**config.mk**
```make
export PLATFORM = sky130hd
export DESIGN_NAME = hdp_unit
export DESIGN_NICKNAME = d
export VERILOG_FILES = /design/src/shared/hdp_pkg.sv /design/src/core/hdp_unit.sv
export SDC_FILE = /design/constraint.sdc
export NUM_CORES = 1
export LEC_CHECK = 0
export BUFFER_PORTS_ARGS = -buffer_cell sky130_fd_sc_hd__buf_2
export CORE_MARGIN = 2
export CORE_UTILIZATION = 50
export CTS_CLUSTER_DIAMETER = 100
export DETAILED_ROUTE_END_ITERATION = 10
export PLACE_DENSITY = 0.73
export SLEW_MARGIN = 25
export SYNTH_ARGS = -nofsm -noshare
export SYNTH_HDL_FRONTEND = slang
export SYNTH_SLANG_ARGS = --single-unit
```
**constraint.sdc**
```tcl
create_clock -name sys_clk -period 3.41 [get_ports sys_clk]
set_input_delay 0.682 -clock sys_clk [delete_from_list [all_inputs] [get_ports sys_clk]]
set_output_delay 0.682 -clock sys_clk [all_outputs]
set_load 0.02 [all_outputs]
```
**src/shared/hdp_pkg.sv**
```systemverilog
package hdp_pkg;
    localparam int BYTE_W = 8;
    localparam int CRC_W = 16;
    localparam int CMP_N = 4;
    localparam logic [2:0] STUFF_RUN = 3'h5;
    localparam logic [3:0] BITS_PER_BYTE = 4'h8;
    localparam logic [3:0] LAST_BIT_CNT = 4'h7;
    localparam logic [1:0] POLY_CCITT = 2'h3;
    localparam logic [15:0] CRC_POLY = 16'h1021;
    localparam logic [15:0] CRC_INIT_ONES = 16'hFFFF;
    localparam logic [15:0] CRC_INIT_ZERO = 16'h0000;
    localparam int FLAG_CMP_IDX = 3;
    localparam logic [3:0] XFER_DIV_CYCLES = 4'h4;

    typedef enum logic [2:0] {
        TX_IDLE = 3'h1,
        TX_SHIFT = 3'h2,
        TX_HOLD = 3'h4
    } hdp_tx_state_t;

    // one serial step of x^16+x^12+x^5+1
    function automatic logic [15:0] hdp_crc_step(input logic [15:0] crc,
                                                 input logic din);
        logic fb;
        fb = crc[15] ^ din;
        hdp_crc_step = {crc[14:0], 1'h0} ^ (fb ? CRC_POLY : CRC_INIT_ZERO);
    endfunction : hdp_crc_step

    // set mask bits are left out of the comparison
    function automatic logic hdp_hit(input logic [7:0] data,
                                     input logic [7:0] pattern,
                                     input logic [7:0] mask);
        hdp_hit = ((data ^ pattern) & ~mask) == 8'h00;
    endfunction : hdp_hit
endpackage : hdp_pkg

```
**src/core/hdp_unit.sv**
```systemverilog
`timescale 1ns/100ps
module hdp_unit (
    input wire logic sys_clk,
    input wire logic reset_n,
    input wire logic tx_enable_bit,
    input wire logic rx_enable_bit,
    input wire logic tx_irq_source_select,
    input wire logic tx_check_enable,
    input wire logic rx_check_enable,
    input wire logic auto_check_reset,
    input wire logic [1:0] poly_select,
    input wire logic crc_initial_value_select,
    input wire logic lsb_first,
    input wire logic tx_buffer_wr,
    input wire logic [hdp_pkg::BYTE_W-1:0] tx_buffer_wdata,
    input wire logic rx_input_wr,
    input wire logic [hdp_pkg::BYTE_W-1:0] rx_input_wdata,
    input wire logic tx_output_rd,
    input wire logic rx_buffer_rd,
    input wire logic [hdp_pkg::CMP_N-1:0] compare_enable,
    input wire logic [hdp_pkg::BYTE_W-1:0] pattern_compare_register0,
    input wire logic [hdp_pkg::BYTE_W-1:0] pattern_compare_register1,
    input wire logic [hdp_pkg::BYTE_W-1:0] pattern_compare_register2,
    input wire logic [hdp_pkg::BYTE_W-1:0] fourth_compare_register,
    input wire logic [hdp_pkg::BYTE_W-1:0] pattern_mask_register0,
    input wire logic [hdp_pkg::BYTE_W-1:0] pattern_mask_register1,
    input wire logic [hdp_pkg::BYTE_W-1:0] pattern_mask_register2,
    input wire logic [hdp_pkg::BYTE_W-1:0] pattern_mask_register3,
    output logic [hdp_pkg::BYTE_W-1:0] tx_buffer_register,
    output logic tx_buffer_full,
    output logic [hdp_pkg::BYTE_W-1:0] tx_output_register,
    output logic tx_output_full,
    output logic [hdp_pkg::BYTE_W-1:0] rx_buffer_register,
    output logic rx_buffer_full,
    output logic rx_input_full,
    output logic [hdp_pkg::CRC_W-1:0] tx_check_result,
    output logic [hdp_pkg::CRC_W-1:0] rx_check_result,
    output logic tx_irq_request,
    output logic rx_irq_request,
    output logic special_comm_irq_request
);
    import hdp_pkg::*;

    logic [3:0] div_reg, div_next;
    logic tick_reg, tick_next;
    hdp_tx_state_t tx_state_reg, tx_state_next;
    logic [7:0] tx_sh_reg, tx_sh_next, tx_asm_reg, tx_asm_next;
    logic [3:0] tx_bits_reg, tx_bits_next, tx_acnt_reg, tx_acnt_next;
    logic [2:0] tx_ones_reg, tx_ones_next;
    logic [15:0] tx_crc_reg, tx_crc_next;
    logic [7:0] tx_out_next, tx_buf_next;
    logic tx_out_full_next, tx_buf_full_next, tx_irq_next, tx_bit;
    logic [15:0] tx_chk_next, rx_chk_next;
    logic [7:0] rx_in_reg, rx_in_next, rx_sh_reg, rx_sh_next;
    logic [7:0] rx_asm_reg, rx_asm_next, rx_out_next;
    logic [3:0] rx_bits_reg, rx_bits_next, rx_acnt_reg, rx_acnt_next;
    logic [2:0] rx_ones_reg, rx_ones_next;
    logic [15:0] rx_crc_reg, rx_crc_next;
    logic rx_in_full_next, rx_out_full_next, rx_irq_next, spec_next;
    logic rx_bit, rx_keep;
    logic tx_load, rx_load, cmp_go;
    logic [15:0] crc_init;
    logic [7:0] cmp_byte;
    logic [3:0] hits;
    logic [3:0][7:0] cmp_pack, msk_pack;

    assign crc_init = crc_initial_value_select ? CRC_INIT_ONES
                                               : CRC_INIT_ZERO;
    assign tx_load = (tx_state_reg == TX_IDLE) && tx_enable_bit
                     && tx_buffer_full;
    assign rx_load = rx_enable_bit && rx_input_full
                     && (rx_bits_reg == 4'h0);
    assign cmp_pack = {fourth_compare_register, pattern_compare_register2,
                       pattern_compare_register1, pattern_compare_register0};
    assign msk_pack = {pattern_mask_register3, pattern_mask_register2,
                       pattern_mask_register1, pattern_mask_register0};
    assign cmp_go = tx_load || rx_load;
    assign cmp_byte = rx_load ? rx_in_reg : tx_buffer_register;

    // transfer clock enable divider
    always_comb begin
        div_next = div_reg + 4'h1;
        tick_next = 1'h0;
        if (div_reg == XFER_DIV_CYCLES - 4'h1) begin
            div_next = 4'h0;
            tick_next = 1'h1;
        end
    end

    // transmit path
    always_comb begin
        tx_state_next = tx_state_reg;
        tx_sh_next = tx_sh_reg;
        tx_bits_next = tx_bits_reg;
        tx_ones_next = tx_ones_reg;
        tx_asm_next = tx_asm_reg;
        tx_acnt_next = tx_acnt_reg;
        tx_crc_next = tx_crc_reg;
        tx_out_next = tx_output_register;
        tx_out_full_next = tx_output_full;
        tx_buf_next = tx_buffer_register;
        tx_buf_full_next = tx_buffer_full;
        tx_chk_next = tx_check_result;
        tx_irq_next = 1'h0;
        tx_bit = 1'h0;
        if (tx_output_rd && tx_output_full) begin
            tx_out_full_next = 1'h0;
            tx_irq_next = 1'h1;
        end
        unique case (tx_state_reg)
            TX_IDLE: begin
                if (tx_load) begin
                    tx_sh_next = tx_buffer_register;
                    tx_bits_next = BITS_PER_BYTE;
                    tx_buf_full_next = 1'h0;
                    tx_state_next = TX_SHIFT;
                    if (!tx_irq_source_select) begin
                        tx_irq_next = 1'h1;
                    end
                end
            end
            TX_SHIFT: begin
                if (tick_reg) begin
                    if (tx_ones_reg == STUFF_RUN) begin
                        tx_ones_next = 3'h0;
                    end else begin
                        tx_bit = lsb_first ? tx_sh_reg[0] : tx_sh_reg[7];
                        tx_sh_next = lsb_first ? {1'h0, tx_sh_reg[7:1]}
                                               : {tx_sh_reg[6:0], 1'h0};
                        tx_bits_next = tx_bits_reg - 4'h1;
                        tx_ones_next = tx_bit ? tx_ones_reg + 3'h1 : 3'h0;
                        if (poly_select == POLY_CCITT) begin
                            tx_crc_next = hdp_crc_step(tx_crc_reg, tx_bit);
                        end
                    end
                    tx_asm_next = lsb_first ? {tx_bit, tx_asm_reg[7:1]}
                                            : {tx_asm_reg[6:0], tx_bit};
                    tx_acnt_next = tx_acnt_reg + 4'h1;
                    if (tx_acnt_reg == LAST_BIT_CNT) begin
                        if (!tx_output_full) begin
                            tx_out_next = tx_asm_next;
                            tx_out_full_next = 1'h1;
                            tx_acnt_next = 4'h0;
                            tx_irq_next = tx_irq_next
                                          | tx_irq_source_select;
                        end else begin
                            tx_state_next = TX_HOLD;
                        end
                    end
                    if (tx_state_next != TX_HOLD && tx_bits_next == 4'h0
                        && tx_ones_next != STUFF_RUN) begin
                        tx_state_next = TX_IDLE;
                    end
                end
            end
            TX_HOLD: begin
                // resume only once the read has emptied the register
                if (!tx_output_full) begin
                    tx_out_next = tx_asm_reg;
                    tx_out_full_next = 1'h1;
                    tx_acnt_next = 4'h0;
                    tx_irq_next = tx_irq_next | tx_irq_source_select;
                    tx_state_next = (tx_bits_reg != 4'h0
                                     || tx_ones_reg == STUFF_RUN)
                                    ? TX_SHIFT : TX_IDLE;
                end
            end
            default: tx_state_next = TX_IDLE;
        endcase
        if (tx_buffer_wr) begin
            tx_buf_next = tx_buffer_wdata;
            tx_buf_full_next = 1'h1;
        end else if (rx_load) begin
            tx_buf_next = rx_in_reg;
        end
        if (!tx_enable_bit) begin
            tx_state_next = TX_IDLE;
            tx_bits_next = 4'h0;
            tx_ones_next = 3'h0;
            tx_crc_next = crc_init;
        end
        if (tx_check_enable) begin
            tx_chk_next = tx_crc_next;
        end
    end

    // receive path and pattern comparison
    always_comb begin
        rx_in_next = rx_in_reg;
        rx_in_full_next = rx_input_full;
        rx_sh_next = rx_sh_reg;
        rx_bits_next = rx_bits_reg;
        rx_ones_next = rx_ones_reg;
        rx_asm_next = rx_asm_reg;
        rx_acnt_next = rx_acnt_reg;
        rx_crc_next = rx_crc_reg;
        rx_out_next = rx_buffer_register;
        rx_out_full_next = rx_buffer_full;
        rx_chk_next = rx_check_result;
        rx_irq_next = 1'h0;
        rx_bit = 1'h0;
        rx_keep = 1'h0;
        for (int j = 0; j < CMP_N; j++) begin
            hits[j] = compare_enable[j]
                      && hdp_hit(cmp_byte, cmp_pack[j], msk_pack[j]);
        end
        spec_next = cmp_go && (hits != 4'h0);
        if (rx_buffer_rd) begin
            rx_out_full_next = 1'h0;
        end
        if (rx_load) begin
            rx_sh_next = rx_in_reg;
            rx_bits_next = BITS_PER_BYTE;
            rx_in_full_next = 1'h0;
            rx_irq_next = 1'h1;
            if (auto_check_reset && hits[FLAG_CMP_IDX]) begin
                rx_crc_next = crc_init;
            end
        end else if (tick_reg && rx_bits_reg != 4'h0) begin
            rx_bit = lsb_first ? rx_sh_reg[0] : rx_sh_reg[7];
            rx_sh_next = lsb_first ? {1'h0, rx_sh_reg[7:1]}
                                   : {rx_sh_reg[6:0], 1'h0};
            rx_bits_next = rx_bits_reg - 4'h1;
            rx_keep = !(rx_ones_reg == STUFF_RUN && !rx_bit);
            if (!rx_keep) begin
                rx_ones_next = 3'h0;
            end else begin
                rx_ones_next = !rx_bit ? 3'h0 : (rx_ones_reg == STUFF_RUN)
                               ? STUFF_RUN : rx_ones_reg + 3'h1;
                if (poly_select == POLY_CCITT) begin
                    rx_crc_next = hdp_crc_step(rx_crc_reg, rx_bit);
                end
                rx_asm_next = lsb_first ? {rx_bit, rx_asm_reg[7:1]}
                                        : {rx_asm_reg[6:0], rx_bit};
                rx_acnt_next = rx_acnt_reg + 4'h1;
                if (rx_acnt_reg == LAST_BIT_CNT) begin
                    rx_out_next = rx_asm_next;
                    rx_out_full_next = 1'h1;
                    rx_acnt_next = 4'h0;
                    rx_irq_next = 1'h1;
                end
            end
        end
        if (rx_input_wr) begin
            rx_in_next = rx_input_wdata;
            rx_in_full_next = 1'h1;
        end
        if (!rx_enable_bit) begin
            rx_bits_next = 4'h0;
            rx_ones_next = 3'h0;
        end
        if (rx_check_enable) begin
            rx_chk_next = rx_crc_next;
        end
    end

    always_ff @(posedge sys_clk or negedge reset_n) begin
        if (!reset_n) begin
            div_reg <= 4'h0;
            tick_reg <= 1'h0;
            tx_state_reg <= TX_IDLE;
            tx_sh_reg <= 8'h00;
            tx_bits_reg <= 4'h0;
            tx_ones_reg <= 3'h0;
            tx_asm_reg <= 8'h00;
            tx_acnt_reg <= 4'h0;
            tx_crc_reg <= CRC_INIT_ZERO;
            tx_output_register <= 8'h00;
            tx_output_full <= 1'h0;
            tx_buffer_register <= 8'h00;
            tx_buffer_full <= 1'h0;
            tx_check_result <= CRC_INIT_ZERO;
            tx_irq_request <= 1'h0;
            rx_in_reg <= 8'h00;
            rx_input_full <= 1'h0;
            rx_sh_reg <= 8'h00;
            rx_bits_reg <= 4'h0;
            rx_ones_reg <= 3'h0;
            rx_asm_reg <= 8'h00;
            rx_acnt_reg <= 4'h0;
            rx_crc_reg <= CRC_INIT_ZERO;
            rx_buffer_register <= 8'h00;
            rx_buffer_full <= 1'h0;
            rx_check_result <= CRC_INIT_ZERO;
            rx_irq_request <= 1'h0;
            special_comm_irq_request <= 1'h0;
        end else begin
            div_reg <= div_next;
            tick_reg <= tick_next;
            tx_state_reg <= tx_state_next;
            tx_sh_reg <= tx_sh_next;
            tx_bits_reg <= tx_bits_next;
            tx_ones_reg <= tx_ones_next;
            tx_asm_reg <= tx_asm_next;
            tx_acnt_reg <= tx_acnt_next;
            tx_crc_reg <= tx_crc_next;
            tx_output_register <= tx_out_next;
            tx_output_full <= tx_out_full_next;
            tx_buffer_register <= tx_buf_next;
            tx_buffer_full <= tx_buf_full_next;
            tx_check_result <= tx_chk_next;
            tx_irq_request <= tx_irq_next;
            rx_in_reg <= rx_in_next;
            rx_input_full <= rx_in_full_next;
            rx_sh_reg <= rx_sh_next;
            rx_bits_reg <= rx_bits_next;
            rx_ones_reg <= rx_ones_next;
            rx_asm_reg <= rx_asm_next;
            rx_acnt_reg <= rx_acnt_next;
            rx_crc_reg <= rx_crc_next;
            rx_buffer_register <= rx_out_next;
            rx_buffer_full <= rx_out_full_next;
            rx_check_result <= rx_chk_next;
            rx_irq_request <= rx_irq_next;
            special_comm_irq_request <= spec_next;
        end
    end
endmodule : hdp_unit

```
==> results.txt <==
The pin slew with the least headroom to its limit came out at 0.860 ns. The max-capacitance violation count came out at 0. Among all flip-flop cells after synthesis, the most frequent one is dfrtp_1. The internal power of the cells is 4410 uW. The number of flops mapped to enable cells by yosys came out at 0.

The clock tree root buffer cell is clkbuf_16. The final core area utilization is 61.2%. The number of clock sinks is 165. The share of flip-flops with an asynchronous set or reset is 100%. The number of gates given a new drive strength after cts is 0. The synthesized design contains 165 register bits. The type of the tightest min-delay check is input port to asynchronous set/reset pin. In this run switching power makes up 36.3% of total power. The detailed-route DRC error count came out at 0. Dividing the synthesized area by the synthesized cell count gives 9.44 um^2. The share of synthesized area occupied by flip-flops and latches is 48.1%.

Fill cells in the final layout number 1464. The worst setup path is captured at a flip-flop. The detailed router placed 7347 vias in this run.

The fraction of the mapped netlist area in simple logic gates came out at 19.8%. The number of library cell types mapped by synthesis is 64. Clock-pin slew was measured on the worst setup and hold paths at 0.07 ns. The portion of total power attributed to combinational logic came out at 30.4%.

After floorplanning, the core was sized to cover 16700 um^2. The worst hold slack after final layout came out at 0.254 ns. The minimum setup slack after placement is 0.319 ns. The number of clock buffers inserted by TritonCTS came out at 17. The count of final max-slew check failures came out at 0. Measured along the y axis, the die boundary spans 135 um. The hold buffer count at CTS is 0. The finished layout cell area is 10200 um^2. In this run the post-CTS setup repair buffer count came out at 0. The total I/O pin count came out at 163. The synthesized instance count came out at 909. Cells with a size suffix above 1 make up 25.9% of the layout. The critical path is of the flip-flop to flip-flop type.

The overall overflow remaining after global route came out at 0. STA classifies the critical path startpoint as a flip-flop. Compared with the post-synthesis result, the final layout area differs by 19.2%. The slack of the critical path came out at 0.299 ns. After layout, the worst path uses 91.2% of the clock period. The number of nets in the layout is 1169. The endpoint arrival time on the critical path is 3.39 ns. Across the VDD grid, the largest voltage drop is 0.448 mV.

The total count of hold-check failures in the final report is 0. The total routing resource utilization after global routing is 25.5%. The clock passes through at most 2 buffers.

TritonCTS built the clock tree. The leakage power came out at 0.00465 uW. Summed over all failing endpoints, the final setup total negative slack is 0 ns. The initial antenna violation count came out at 5. The cell area after placement is 9650 um^2. The wire length after detailed routing came out at 22600 um. The worst endpoint required time came out at 3.69 ns. The power per standard cell area is 677 nW/um^2. The routed length per instance came out at 17.4 um. The die extent in x came out at 135 um. Setup repair after global routing left no endpoint under its margin.

The clock latency of the later-clocked register in the worst-skew pair came out at 0.43 ns. The clock network power share is 27.0%. The count of input and output buffers came out at 162. During synthesis, Yosys emitted a total of 0 warnings. The average via count per standard cell came out at 5.65. The post-synth net total came out at 1016. The via count of the first global-routing pass is 7172. The number of H-tree levels is 4. For the finished layout, the period the worst path requires is 3.11 ns. After the first detailed-routing iteration, the DRC count stood at 619.

The detailed-router iteration count before antenna repair is 7. The achievable frequency is 321 MHz. Summing the areas of all compound-gate instances in the mapped netlist gives 14.5% of the synthesized area. Headroom to the max-slew limit came out at 42.5%. The peak fanout along the critical path is 16. The first-pass GRT wire length came out at 36500 um. The worst clock skew came out at 0.0114 ns.

The setup-violating endpoint count in the final report is 0. Summed over all nets, the switching power comes to 2510 uW. Once detail routing completed, the nets flagged for antenna violations numbered 0. The mux contribution to synthesized area is 9.36%. The synthesized netlist occupies a cell area of 8580 um^2.

The die covers 18200 um^2. The effective utilization at floorplan is 51.4%. The post-synthesis share of cell area spent on full adders, half adders and majority gates is 1.02%. The placed wire-length estimate is 16400 um.

The global placer's final weighted congestion came out at 0.952. The share of the synthesized netlist area taken by xor and xnor gates came out at 3.88%. By area, the combinational part of the netlist is dominated by simple AND/OR/NAND/NOR gates. The part of the total power dissipated in sequential elements is 42.6%. The number of cell rows came out at 47. The maximum number of pins on one net before global-route repair is 72. The run finished with clean final reports.
==> per-stage QoR <==
step | power, uW | cells
global placement | 5010 | 1263
detailed placement | 5070 | 1263
finish | 6930 | 1300
global route | 7360 | 1298
floorplan | 4340 | 909
CTS | 6960 | 1295
==> cell usage in the layout, fill, tap and decap left out, types with 8 or more instances in the layout <==
| cell type | synthesis | layout |
|---|---|---|
| buf_4 | 0 | 23 |
| xnor2_1 | 33 | 33 |
| nor2_1 | 97 | 97 |
| buf_2 | 5 | 161 |
| nor3b_1 | 16 | 16 |
| nand2_1 | 114 | 114 |
| inv_1 | 19 | 19 |
| a21oi_1 | 60 | 60 |
| mux2_2 | 38 | 38 |
| nand3_1 | 33 | 33 |
| nand2b_1 | 9 | 9 |
| a31oi_1 | 39 | 39 |
| nand3_2 | 8 | 8 |
| dfrtp_1 | 164 | 164 |
| mux2i_1 | 36 | 36 |
| o211ai_1 | 10 | 10 |
| nor3_1 | 8 | 8 |
| clkbuf_16 | 0 | 17 |
| o22ai_1 | 11 | 11 |
| o21ai_0 | 58 | 58 |
==> cells in the mapped netlist, drive strengths merged, types with 3 or more instances <==
cell     number  share of area (%)
clkbuf       40                1.8
or3b          5               0.51
a21oi        60                3.5
o22ai        11               0.80
or2           3               0.22
o31ai         3               0.26
mux2i        36                4.2
or3           6               0.44
nor4          6               0.44
xnor2        33                3.4
nor3          9               0.58
buf          12               0.77
o211ai       10               0.88
mux2         39                5.2
nor2         98                4.5
nor2b         4               0.29
o2111ai       3               0.31
nand3b        7               0.61
o21a          3               0.26
a211oi        4               0.35
or4           3               0.26
nor3b        17                1.5
dfrtp       164                 48
nand2b        9               0.66
and2          5               0.36
nor4b         4               0.55
nand2       114                5.0
nand3        41                2.9
ha            7                1.0
o21ai        59                3.4
inv          19               0.83
xor2          5               0.51
a31oi        39                2.8
nand4         7               0.51
==> power by group through the flow <==
stage | combinational, uW | clock, uW | sequential, uW
after detailed placement | 2100 | 0 | 2970
after global routing | 2350 | 1980 | 3020
after global placement | 2050 | 0 | 2960
after floorplan | 1350 | 0 | 2990
after CTS | 2110 | 1900 | 2940
final | 2100 | 1870 | 2950
==> per-layer routing <==
layer  track usage [%]  routed length (um)  vias up
met5                 0                  13        -
met4              10.2                 660        2
met3              4.77                1200       53
met2              41.4               10900      198
met1              34.1                9850     3552
li1                  -                   -     3542
==> area by class of cell <==
class                           count  area (um^2)  share of cell area [%]
Tap cell                          220          275                    2.69
Clock buffer                       17          425                    4.16
Timing Repair Buffer              186         1010                    9.87
Clock inverter                     15          143                    1.39
Inverter                           19         71.3                   0.697
Antenna cell                        5         12.5                   0.122
Sequential cell                   165         4130                    40.4
Multi-Input combinational cell    673         4160                    40.7
==> path summary, 6_finish.rpt <==
path                                                   startpoint                                 to  slack [ns]  cells past startpoint
worst max-delay path                   rx_bits_reg[0]$_DFFE_PN0P_           rx_crc_reg[15]$_DFF_PN0_        0.30                     10
worst min-delay path                                      reset_n  tx_output_register[2]$_DFFE_PN0P_        0.25                      1
worst max register to register         rx_bits_reg[0]$_DFFE_PN0P_           rx_crc_reg[15]$_DFF_PN0_        0.30                     10
worst min register to register  tx_output_register[7]$_DFFE_PN0P_  tx_output_register[7]$_DFFE_PN0P_        0.47                      2
max in group asynchronous                                 reset_n           tx_sh_reg[4]$_DFFE_PN0P_        2.38                      2
min in group sys_clk                                 tx_output_rd           tx_output_full$_DFF_PN0_        0.45                      2
==> worst max-delay path: stages, from the launching register on <==
cell and delay (ns):
dfrtp_1 0.37, inv_1 0.08, ha_1 0.19, or3b_1 0.50, nor2_8 0.15, mux2i_1 0.33, mux2_4 0.36, or4_1 0.50
buf_4 0.23, nand3_1 0.14, nand3_1 0.09
==> cell families (layout without fill, tap and decap cells) <==
| family | count (synthesis) | count (layout) |
|---|---|---|
| mux | 75 | 75 |
| xor+xnor | 38 | 38 |
| flops | 165 | 165 |
| buf+inv | 71 | 237 |
| other cells | 0 | 5 |
| compound gates | 210 | 210 |
| simple gates | 343 | 343 |
| fa+ha+maj | 7 | 7 |
No activity file was read; power rests on OpenSTA's default activity.
